File: config.mk
export PLATFORM = sky130hd
export DESIGN_NAME = pmic_interrupt_mask_bank
export DESIGN_NICKNAME = d
export VERILOG_FILES = /design/src/hw/pmic_interrupt_mask_bank.v /design/src/hw/mask_register.v /design/src/hw/sticky_flags.v
export VERILOG_INCLUDE_DIRS = /design/src /design/src/hw
export SDC_FILE = /design/constraint.sdc
export NUM_CORES = 1
export LEC_CHECK = 0
export ABC_AREA = 1
export BUFFER_PORTS_ARGS = -buffer_cell sky130_fd_sc_hd__buf_2
export CORE_ASPECT_RATIO = 1.75
export CORE_MARGIN = 8
export CORE_UTILIZATION = 36
export DETAILED_ROUTE_END_ITERATION = 16
export RECOVER_POWER = 100
export SYNTH_ARGS = -nofsm -noshare
export SYNTH_HDL_FRONTEND = slang
export SYNTH_SLANG_ARGS = --single-unit
File: constraint.sdc
create_clock -name mclk -period 1.4 [get_ports mclk]
set_clock_uncertainty 0.15 [all_clocks]
set_input_delay 0.42 -clock mclk [delete_from_list [all_inputs] [get_ports mclk]]
set_output_delay 0.42 -clock mclk [all_outputs]
set_load 0.01 [all_outputs]
File: src/hw/int_mask_defs.vh
// Constants for the interrupt mask bank: register indices, field positions, reset values
`ifndef INT_MASK_DEFS_VH
`define INT_MASK_DEFS_VH

// ==========================================================================
// Register indices on the internal register port
// ==========================================================================
`define IDX_W                    4
`define IDX_REG_FAULT_MASK       4'h8
`define IDX_SUPPLY_WAKE_MASK     4'h9
`define IDX_REG_FAULT_FLAG       4'hA
`define IDX_SUPPLY_WAKE_FLAG     4'hB

// ==========================================================================
// Data word: register bits 23..8 travel as data bits 15..0
// ==========================================================================
`define REG_W                    16
`define REG_LSB                  8

// ==========================================================================
// First mask register, printed bit positions
// ==========================================================================
`define POS_PREREG_OC            22
`define POS_CORE_BUCK_OC         20
`define POS_AUX_BUCK_OC          18
`define POS_LINEAR_OC            17
`define POS_CORE_BUCK_THERMAL    12
`define POS_AUX_BUCK_THERMAL     10
`define POS_LINEAR_THERMAL       9

// ==========================================================================
// Second mask register, printed bit positions
// ==========================================================================
`define POS_INT_SUPPLY_UVH       18
`define POS_COM_ERROR            17
`define POS_PREREG_FB_OV         16
`define POS_BATTERY_UV7          14
`define POS_UVH_A                12
`define POS_BATTERY_UVL          11
`define POS_UVH_B                10
`define POS_FIRST_WAKE           9
`define POS_SECOND_WAKE          8

// ==========================================================================
// Implemented bits and reset values
// ==========================================================================
`define REG_FAULT_BITS           16'h5616
`define SUPPLY_WAKE_BITS         16'h075F
`define MASK_RESET               16'h0000
`define FLAG_RESET               16'h0000

`endif

File: src/hw/pmic_interrupt_mask_bank.v
// Interrupt mask bank: two mask registers, matching event flags and the interrupt request
`timescale 1ns/1ps
`include "int_mask_defs.vh"

module pmic_interrupt_mask_bank #(
  parameter IDX_W = `IDX_W,
  parameter REG_W = `REG_W
) (
  input  wire             mclk,
  input  wire             rst_b,
  input  wire             clk_en,
  // Register port from the serial control link decoder
  input  wire             reg_wr,
  input  wire             reg_rd,
  input  wire [IDX_W-1:0] reg_idx,
  input  wire [REG_W-1:0] reg_wdata,
  output wire [REG_W-1:0] reg_rdata,
  output wire             reg_rd_valid,
  output wire             reg_idx_err,
  // Pulse-type events, one cycle per occurrence
  input  wire             prereg_overcurrent_evt,
  input  wire             core_buck_overcurrent_evt,
  input  wire             aux_buck_overcurrent_evt,
  input  wire             linear_overcurrent_evt,
  input  wire             core_buck_thermal_shutdown_evt,
  input  wire             aux_buck_thermal_shutdown_evt,
  input  wire             linear_thermal_shutdown_evt,
  input  wire             prereg_feedback_ov_evt,
  input  wire             battery_supply_uv7_evt,
  input  wire             pre_regulator_uv_high_evt,
  input  wire             battery_supply_uv_low_evt,
  input  wire             battery_supply_uv_high_evt,
  // Level indications; every transition is an event
  input  wire             internal_supply_uv_high,
  input  wire             com_error,
  input  wire             first_wake_input,
  input  wire             second_wake_input,
  // Interrupt request and mask state for the pin logic
  output wire             int_req,
  output wire [REG_W-1:0] regulator_fault_interrupt_mask,
  output wire [REG_W-1:0] supply_wake_interrupt_mask
);

  localparam LSB = `REG_LSB;

  // ==========================================================================
  // Data-bit position of each source inside the 16-bit word
  // ==========================================================================
  localparam BIT_PREREG_OC         = `POS_PREREG_OC - LSB;
  localparam BIT_CORE_BUCK_OC      = `POS_CORE_BUCK_OC - LSB;
  localparam BIT_AUX_BUCK_OC       = `POS_AUX_BUCK_OC - LSB;
  localparam BIT_LINEAR_OC         = `POS_LINEAR_OC - LSB;
  localparam BIT_CORE_BUCK_THERMAL = `POS_CORE_BUCK_THERMAL - LSB;
  localparam BIT_AUX_BUCK_THERMAL  = `POS_AUX_BUCK_THERMAL - LSB;
  localparam BIT_LINEAR_THERMAL    = `POS_LINEAR_THERMAL - LSB;
  localparam BIT_INT_SUPPLY_UVH    = `POS_INT_SUPPLY_UVH - LSB;
  localparam BIT_COM_ERROR         = `POS_COM_ERROR - LSB;
  localparam BIT_PREREG_FB_OV      = `POS_PREREG_FB_OV - LSB;
  localparam BIT_BATTERY_UV7       = `POS_BATTERY_UV7 - LSB;
  localparam BIT_UVH_A             = `POS_UVH_A - LSB;
  localparam BIT_BATTERY_UVL       = `POS_BATTERY_UVL - LSB;
  localparam BIT_UVH_B             = `POS_UVH_B - LSB;
  localparam BIT_FIRST_WAKE        = `POS_FIRST_WAKE - LSB;
  localparam BIT_SECOND_WAKE       = `POS_SECOND_WAKE - LSB;

  // ==========================================================================
  // Register port decode
  // ==========================================================================
  wire sel_fault_mask;
  wire sel_wake_mask;
  wire sel_fault_flag;
  wire sel_wake_flag;
  wire sel_any;

  // Flag indices only clear bits on a write; nothing sets a flag from the bus
  assign sel_fault_mask = (reg_idx == `IDX_REG_FAULT_MASK);
  assign sel_wake_mask  = (reg_idx == `IDX_SUPPLY_WAKE_MASK);
  assign sel_fault_flag = (reg_idx == `IDX_REG_FAULT_FLAG);
  assign sel_wake_flag  = (reg_idx == `IDX_SUPPLY_WAKE_FLAG);
  assign sel_any        = sel_fault_mask | sel_wake_mask | sel_fault_flag | sel_wake_flag;

  // ==========================================================================
  // Mask registers
  // ==========================================================================
  wire [REG_W-1:0] fault_mask;
  wire [REG_W-1:0] wake_mask;

  // A write while clk_en is low is lost; the host has to repeat it
  // Reset value is all zero, so nothing is masked after power-up
  mask_register #(
    .WIDTH     (REG_W),
    .IMPL_BITS (`REG_FAULT_BITS),
    .RST_VAL   (`MASK_RESET)
  ) u_fault_mask (
    .mclk    (mclk),
    .rst_b   (rst_b),
    .clk_en  (clk_en),
    .wr_en   (reg_wr & sel_fault_mask),
    .wr_data (reg_wdata),
    .mask    (fault_mask)
  );

  mask_register #(
    .WIDTH     (REG_W),
    .IMPL_BITS (`SUPPLY_WAKE_BITS),
    .RST_VAL   (`MASK_RESET)
  ) u_wake_mask (
    .mclk    (mclk),
    .rst_b   (rst_b),
    .clk_en  (clk_en),
    .wr_en   (reg_wr & sel_wake_mask),
    .wr_data (reg_wdata),
    .mask    (wake_mask)
  );

  assign regulator_fault_interrupt_mask = fault_mask;
  assign supply_wake_interrupt_mask     = wake_mask;

  // ==========================================================================
  // Transition detection on level indications
  // ==========================================================================
  // Previous samples start unknown to software; the first enabled cycle after
  // reset only primes them, so a level that is already high is not an event
  reg  [3:0] level_prev_q;
  reg        primed_q;
  wire [3:0] level_now;
  wire [3:0] level_toggle;

  assign level_now = {second_wake_input, first_wake_input, com_error, internal_supply_uv_high};

  always @(posedge mclk or negedge rst_b) begin
    if (!rst_b) begin
      level_prev_q <= 4'h0;
      primed_q     <= 1'b0;
    end else if (clk_en) begin
      level_prev_q <= level_now;
      primed_q     <= 1'b1;
    end
  end

  // Both rising and falling edges count
  assign level_toggle = primed_q ? (level_now ^ level_prev_q) : 4'h0;

  // ==========================================================================
  // Event vectors aligned with the mask bits
  // ==========================================================================
  reg [REG_W-1:0] fault_evt;
  reg [REG_W-1:0] wake_evt;

  always @* begin
    fault_evt = {REG_W{1'b0}};
    fault_evt[BIT_PREREG_OC]         = prereg_overcurrent_evt;
    fault_evt[BIT_CORE_BUCK_OC]      = core_buck_overcurrent_evt;
    fault_evt[BIT_AUX_BUCK_OC]       = aux_buck_overcurrent_evt;
    fault_evt[BIT_LINEAR_OC]         = linear_overcurrent_evt;
    fault_evt[BIT_CORE_BUCK_THERMAL] = core_buck_thermal_shutdown_evt;
    fault_evt[BIT_AUX_BUCK_THERMAL]  = aux_buck_thermal_shutdown_evt;
    fault_evt[BIT_LINEAR_THERMAL]    = linear_thermal_shutdown_evt;
  end

  always @* begin
    wake_evt = {REG_W{1'b0}};
    wake_evt[BIT_INT_SUPPLY_UVH] = level_toggle[0];
    wake_evt[BIT_COM_ERROR]      = level_toggle[1];
    wake_evt[BIT_PREREG_FB_OV]   = prereg_feedback_ov_evt;
    wake_evt[BIT_BATTERY_UV7]    = battery_supply_uv7_evt;
    // Position 12 follows the pre-regulator, position 10 the battery supply
    wake_evt[BIT_UVH_A]          = pre_regulator_uv_high_evt;
    wake_evt[BIT_BATTERY_UVL]    = battery_supply_uv_low_evt;
    wake_evt[BIT_UVH_B]          = battery_supply_uv_high_evt;
    wake_evt[BIT_FIRST_WAKE]     = level_toggle[2];
    wake_evt[BIT_SECOND_WAKE]    = level_toggle[3];
  end

  // ==========================================================================
  // Event flags
  // ==========================================================================
  // Flag and mask of one source share a bit position
  // Flags latch whatever the mask says; only the request is gated
  wire [REG_W-1:0] fault_flag;
  wire [REG_W-1:0] wake_flag;

  sticky_flags #(
    .WIDTH     (REG_W),
    .IMPL_BITS (`REG_FAULT_BITS),
    .RST_VAL   (`FLAG_RESET)
  ) u_fault_flags (
    .mclk     (mclk),
    .rst_b    (rst_b),
    .clk_en   (clk_en),
    .set_evt  (fault_evt),
    .clr_en   (reg_wr & sel_fault_flag),
    .clr_data (reg_wdata),
    .flags    (fault_flag)
  );

  sticky_flags #(
    .WIDTH     (REG_W),
    .IMPL_BITS (`SUPPLY_WAKE_BITS),
    .RST_VAL   (`FLAG_RESET)
  ) u_wake_flags (
    .mclk     (mclk),
    .rst_b    (rst_b),
    .clk_en   (clk_en),
    .set_evt  (wake_evt),
    .clr_en   (reg_wr & sel_wake_flag),
    .clr_data (reg_wdata),
    .flags    (wake_flag)
  );

  // ==========================================================================
  // Interrupt gating
  // ==========================================================================
  wire [REG_W-1:0] fault_pass;
  wire [REG_W-1:0] wake_pass;
  wire             int_d;
  reg              int_q;

  assign fault_pass[`POS_PREREG_OC - LSB]         = fault_flag[`POS_PREREG_OC - LSB] &
                                                   ~fault_mask[`POS_PREREG_OC - LSB];
  assign fault_pass[`POS_CORE_BUCK_OC - LSB]      = fault_flag[`POS_CORE_BUCK_OC - LSB] &
                                                   ~fault_mask[`POS_CORE_BUCK_OC - LSB];
  assign fault_pass[`POS_AUX_BUCK_OC - LSB]       = fault_flag[`POS_AUX_BUCK_OC - LSB] &
                                                   ~fault_mask[`POS_AUX_BUCK_OC - LSB];
  assign fault_pass[`POS_LINEAR_OC - LSB]         = fault_flag[`POS_LINEAR_OC - LSB] &
                                                   ~fault_mask[`POS_LINEAR_OC - LSB];
  assign fault_pass[`POS_CORE_BUCK_THERMAL - LSB] = fault_flag[`POS_CORE_BUCK_THERMAL - LSB] &
                                                   ~fault_mask[`POS_CORE_BUCK_THERMAL - LSB];
  assign fault_pass[`POS_AUX_BUCK_THERMAL - LSB]  = fault_flag[`POS_AUX_BUCK_THERMAL - LSB] &
                                                   ~fault_mask[`POS_AUX_BUCK_THERMAL - LSB];
  assign fault_pass[`POS_LINEAR_THERMAL - LSB]    = fault_flag[`POS_LINEAR_THERMAL - LSB] &
                                                   ~fault_mask[`POS_LINEAR_THERMAL - LSB];
  // Unused positions carry no source
  assign fault_pass[0]  = 1'b0;
  assign fault_pass[3]  = 1'b0;
  assign fault_pass[5]  = 1'b0;
  assign fault_pass[6]  = 1'b0;
  assign fault_pass[7]  = 1'b0;
  assign fault_pass[8]  = 1'b0;
  assign fault_pass[11] = 1'b0;
  assign fault_pass[13] = 1'b0;
  assign fault_pass[15] = 1'b0;

  assign wake_pass[`POS_INT_SUPPLY_UVH - LSB] = wake_flag[`POS_INT_SUPPLY_UVH - LSB] &
                                               ~wake_mask[`POS_INT_SUPPLY_UVH - LSB];
  assign wake_pass[`POS_COM_ERROR - LSB]      = wake_flag[`POS_COM_ERROR - LSB] &
                                               ~wake_mask[`POS_COM_ERROR - LSB];
  assign wake_pass[`POS_PREREG_FB_OV - LSB]   = wake_flag[`POS_PREREG_FB_OV - LSB] &
                                               ~wake_mask[`POS_PREREG_FB_OV - LSB];
  assign wake_pass[`POS_BATTERY_UV7 - LSB]    = wake_flag[`POS_BATTERY_UV7 - LSB] &
                                               ~wake_mask[`POS_BATTERY_UV7 - LSB];
  assign wake_pass[`POS_UVH_A - LSB]          = wake_flag[`POS_UVH_A - LSB] &
                                               ~wake_mask[`POS_UVH_A - LSB];
  assign wake_pass[`POS_BATTERY_UVL - LSB]    = wake_flag[`POS_BATTERY_UVL - LSB] &
                                               ~wake_mask[`POS_BATTERY_UVL - LSB];
  assign wake_pass[`POS_UVH_B - LSB]          = wake_flag[`POS_UVH_B - LSB] &
                                               ~wake_mask[`POS_UVH_B - LSB];
  assign wake_pass[`POS_FIRST_WAKE - LSB]     = wake_flag[`POS_FIRST_WAKE - LSB] &
                                               ~wake_mask[`POS_FIRST_WAKE - LSB];
  assign wake_pass[`POS_SECOND_WAKE - LSB]    = wake_flag[`POS_SECOND_WAKE - LSB] &
                                               ~wake_mask[`POS_SECOND_WAKE - LSB];
  assign wake_pass[5]  = 1'b0;
  assign wake_pass[7]  = 1'b0;
  assign wake_pass[11] = 1'b0;
  assign wake_pass[12] = 1'b0;
  assign wake_pass[13] = 1'b0;
  assign wake_pass[14] = 1'b0;
  assign wake_pass[15] = 1'b0;

  // Setting a mask bit drops the request one cycle later; the flag stays
  assign int_d = (|fault_pass) | (|wake_pass);

  // Registered so the pin never glitches while mask and flag change together
  always @(posedge mclk or negedge rst_b) begin
    if (!rst_b) begin
      int_q <= 1'b0;
    end else if (clk_en) begin
      int_q <= int_d;
    end
  end

  assign int_req = int_q;

  // ==========================================================================
  // Read-back
  // ==========================================================================
  reg [REG_W-1:0] rd_mux;
  reg [REG_W-1:0] rdata_q;
  reg             rd_valid_q;
  reg             idx_err_q;

  always @* begin
    case (reg_idx)
      `IDX_REG_FAULT_MASK:   rd_mux = fault_mask;
      `IDX_SUPPLY_WAKE_MASK: rd_mux = wake_mask;
      `IDX_REG_FAULT_FLAG:   rd_mux = fault_flag;
      `IDX_SUPPLY_WAKE_FLAG: rd_mux = wake_flag;
      default:               rd_mux = {REG_W{1'b0}};
    endcase
  end

  // A read beside a write to the same index returns the value before the write
  // Unmapped indices read zero and raise a one-cycle error pulse
  always @(posedge mclk or negedge rst_b) begin
    if (!rst_b) begin
      rdata_q    <= {REG_W{1'b0}};
      rd_valid_q <= 1'b0;
      idx_err_q  <= 1'b0;
    end else if (clk_en) begin
      rd_valid_q <= reg_rd;
      idx_err_q  <= (reg_rd | reg_wr) & ~sel_any;
      if (reg_rd) begin
        rdata_q <= rd_mux;
      end
    end
  end

  assign reg_rdata    = rdata_q;
  assign reg_rd_valid = rd_valid_q;
  assign reg_idx_err  = idx_err_q;

endmodule // pmic_interrupt_mask_bank

File: src/hw/mask_register.v
// Software-written mask register with a fixed set of implemented bits
`timescale 1ns/1ps

module mask_register #(
  parameter        WIDTH     = 16,
  parameter [15:0] IMPL_BITS = 16'hFFFF,
  parameter [15:0] RST_VAL   = 16'h0000
) (
  input  wire             mclk,
  input  wire             rst_b,
  input  wire             clk_en,
  input  wire             wr_en,
  input  wire [WIDTH-1:0] wr_data,
  output wire [WIDTH-1:0] mask
);

  reg [WIDTH-1:0] mask_q;

  // ==========================================================================
  // Storage
  // ==========================================================================
  // Reserved positions never store a one, so they always read as zero
  always @(posedge mclk or negedge rst_b) begin
    if (!rst_b) begin
      mask_q <= RST_VAL[WIDTH-1:0];
    end else if (clk_en && wr_en) begin
      mask_q <= wr_data & IMPL_BITS[WIDTH-1:0];
    end
  end

  assign mask = mask_q;

endmodule // mask_register

File: src/hw/sticky_flags.v
// Sticky event flags, cleared by writing one, with set winning over clear
`timescale 1ns/1ps

module sticky_flags #(
  parameter        WIDTH     = 16,
  parameter [15:0] IMPL_BITS = 16'hFFFF,
  parameter [15:0] RST_VAL   = 16'h0000
) (
  input  wire             mclk,
  input  wire             rst_b,
  input  wire             clk_en,
  input  wire [WIDTH-1:0] set_evt,
  input  wire             clr_en,
  input  wire [WIDTH-1:0] clr_data,
  output wire [WIDTH-1:0] flags
);

  reg  [WIDTH-1:0] flags_q;
  wire [WIDTH-1:0] clr_bits;
  wire [WIDTH-1:0] flags_d;

  // ==========================================================================
  // Update
  // ==========================================================================
  assign clr_bits = clr_en ? clr_data : {WIDTH{1'b0}};
  // An event in the clearing cycle survives the clear
  assign flags_d  = ((flags_q & ~clr_bits) | set_evt) & IMPL_BITS[WIDTH-1:0];

  always @(posedge mclk or negedge rst_b) begin
    if (!rst_b) begin
      flags_q <= RST_VAL[WIDTH-1:0];
    end else if (clk_en) begin
      flags_q <= flags_d;
    end
  end

  assign flags = flags_q;

endmodule // sticky_flags

==> metrics.md <==
| Metric | Value |
|---|---|
| Status | finished, violations left |
| Failing checks | negative setup slack |
| Final hold vios | 0 |
| Critical Path RT | 0.83 ns |
| Area of the multi-input gates | 0.001126 mm^2 |
| Detailed placement HPWL | 5.539 mm |
| CTS buffer count | 5 |
| P_leak | 1.883 nW |
| Worst Hold Class | primary input to flip-flop |
| Number of synthesized flops with an enable pin | 0 |
| CP Launch Type | flip-flop |
| Unrepaired setup endpoints after global routing | true |
| Slew Viols, Final | 0 |
| Xor/xnor share of the synthesized area | 0% |
| CP Buf/Inv Count | 1 |
| Fin crit share | 101.0% |
| Layout Nets | 486 |
| Count of cell types in the netlist | 23 |
| Via count | 2415 |
| Finished Cell Area | 0.003432 mm^2 |
| Adder-Cell Fraction of Synth Area | 0% |
| Core Box Area | a little over 0.007 mm^2 |
| Top delay family on crit path | flip-flops |
| Vias per inst | 4.539 |
| Crit path kind | flip-flop to output port |
| GPL Wtd Cong | just under 0.9 |
| Setup crit end kind | output port |
| Synth area leader | dfrtp_1 |
| Yosys reg bits | between 50 and 60 |
| Area Growth Syn to Fin | 27.88% |
| Vias in the first global route | 2380 |
| Main synth FF type | dfrtp_1 |
| DRC errors left | 0 |
| Synth Area per Inst | 7.734 um^2 |
| Mux cell area share after synthesis | 0% |
| Slowest cell delay on critical path | 0.42 ns |
| Die X | 81.27 um |
| Largest net degree at the start of global routing | 52 |
| CP max FO | 2 |
| Yosys warns | 0 |
| Crit-path slowest cell | dfrtp_1 |
| Placed Instance Area | 0.003166 mm^2 |
| Top post-synthesis cells by count | 135 x nand2_1, 51 x dfrtp_1, 33 x inv_1 |
| Synth top area share | a little under half |
| Total GRT Usage | 13.83% |
| Port bufs | 65 |
| Antenna cells | 0 |
| Total wire length | 7.109 mm |
| Synth Instances | around 350 |
| First-pass GRT wire length | about 11 mm |
| Post-DRT Antenna Nets | 0 |
| Pre-CTS WS | -0.1537 ns |
| CTS clk-pin slew, worst paths | 0.06 ns |
| Io pins | 92 |
| Top cells by area, synth | dfrtp_1 48%, nand2_1 19%, buf_4 6.2%, inv_1 4.6%, nand3_1 4.3% |
| Top-count cell post-synth | nand2_1 |
| Share of flip-flops with an asynchronous set or reset | 100.0% |
| Max cap viols | 0 |
| Crit path cell chain | buf_6 |
| Iter 0 DRT Violations | roughly 130 |
| Fill cells | 760 |
| Syn Std Cell Area | 0.002684 mm^2 |
| Compound-gate portion of the synthesized area | 10.02% |
| Finish-stage setup viols | 3 |
| Maximum vdd ir drop | 0.7135 mV |
| Post-synthesis simple-gate area fraction | 29.79% |
| Die footprint | 0.01058 mm^2 |
| Period minus WS final | about 1.4 ns |
| Clock tree buffer depth | 2 |
| Register area share after synthesis | approximately 48% |
| Die span in y | 130.2 um |
| Layout cells sized above 1 | between 20 and 30% |
| Largest family of logic cells by synthesized area | simple AND/OR/NAND/NOR gates |
| Initial antenna violation count | 0 |
| Row count | 41 |
| Clk Latency, worst-skew pair | around 0.29 ns |
| Avg WL per Cell | roughly 13 um |
| Drt pass-1 iters | 4 |
| Fmax | 707.5 MHz |
| FF/Latch Area | 0.001276 mm^2 |
| H-tree depth | 2 |
| Final worst setup slack | -0.01351 ns |
| Initial core utilization | between 30% and 40% |
| Worst Path Arrival | ~0.84 ns |
| Gr ovfl total | 0 |
| Clock sinks | 51 |
| Power Dens Cells | between 1000 and 1500 mW/mm^2 |
| CTS tree | built |
| Root buf cell | clkbuf_16 |
state kept, by name, summed over array words and instances, names as in the netlist:
name                 count
u_wake_mask.mask         9
primed_q                 1
u_wake_flags.flags       9
level_prev_q             4
reg_idx_err              1
reg_rdata               11
reg_rd_valid             1
int_req                  1
u_fault_mask.mask        7
u_fault_flags.flags      7
final timing paths:
| check | cells after the start | slack, ns | from | to |
|---|---|---|---|---|
| max in group asynchronous | 3 | 0.22 | rst_b | u_fault_flags.flags[2]$_DFFE_PN0P_ |
| hold reg to reg | 2 | 0.32 | reg_rd_valid$_DFFE_PN0P_ | reg_rd_valid$_DFFE_PN0P_ |
| setup / recovery | 1 | -0.01 | u_wake_mask.mask[4]$_DFFE_PN0P_ | supply_wake_interrupt_mask[4] |
| hold / removal | 3 | 0.17 | core_buck_overcurrent_evt | u_fault_flags.flags[12]$_DFFE_PN0P_ |
| min in group asynchronous | 3 | 0.55 | rst_b | u_wake_mask.mask[0]$_DFFE_PN0P_ |
| setup reg to reg | 5 | 0.14 | u_wake_mask.mask[4]$_DFFE_PN0P_ | reg_rdata[4]$_DFFE_PN0P_ |
kinds of logic after synthesis:
group | Yosys count
simple gates | 184
buf+inv | 64
flops | 51
other cells | 1
compound gates | 47
what timing repair did:
action,in CTS,in global routing
buffers inserted,15,2
hold endpoints to repair,51,0
hold buffers,1,0
pin swaps,0,0
setup endpoints to repair,17,16
resized for setup,0,5
per-layer routing:
metal / wire (um) / share of wire [%] / track usage [%]
met2: 3616 / 51 / 23.25
met1: 2810 / 40 / 15.26
met4: 248 / 3.5 / 7.937
met3: 433 / 6.1 / 3.375
met5: 0 / 0 / 0
area by class of cell:
class / instances / share of cell area [%]
inverter: 35 / 3.828
clock buffer: 8 / 4.557
timing repair buffer: 100 / 18.48
multi-input combinational: 252 / 32.81
tap: 86 / 3.135
sequential: 51 / 37.19
where the power goes:
group	leakage [nW]	total [W]	internal, W	switching (W)
Combinational	1.22	0.000892	0.000401	0.000490
Sequential	0.590	0.00169	0.00161	0.0000846
Clock	0.0772	0.00125	0.000761	0.000491
metrics by stage:
stage	total power (W)	cells	setup TNS (ns)	hold slack, ns	util [%]
4_1_cts	0.003866	530	-0.08919	0.1693	47.62
2_1_floorplan	0.002163	367	0	-0.02559	-
5_1_grt	0.004048	532	-0.2684	0.1845	47.45
3_5_place_dp	0.002475	506	-4.288	0.2859	43.76
6_report	0.003836	532	-0.03133	0.1733	47.45
3_3_place_gp	0.002457	506	-3.796	0.2813	43.76
cell usage in the layout, fill, tap and decap left out, drive strengths merged:
master,synthesis,final
a21oi,1,1
buf,27,91
clkbuf,2,16
conb,1,21
dfrtp,51,51
dlygate4sd3,0,1
inv,35,35
nand2,137,137
nand3,26,26
nor2,20,20
o21ai,46,46
or2,1,1
Note: power is estimated with default switching activity, not from simulation.
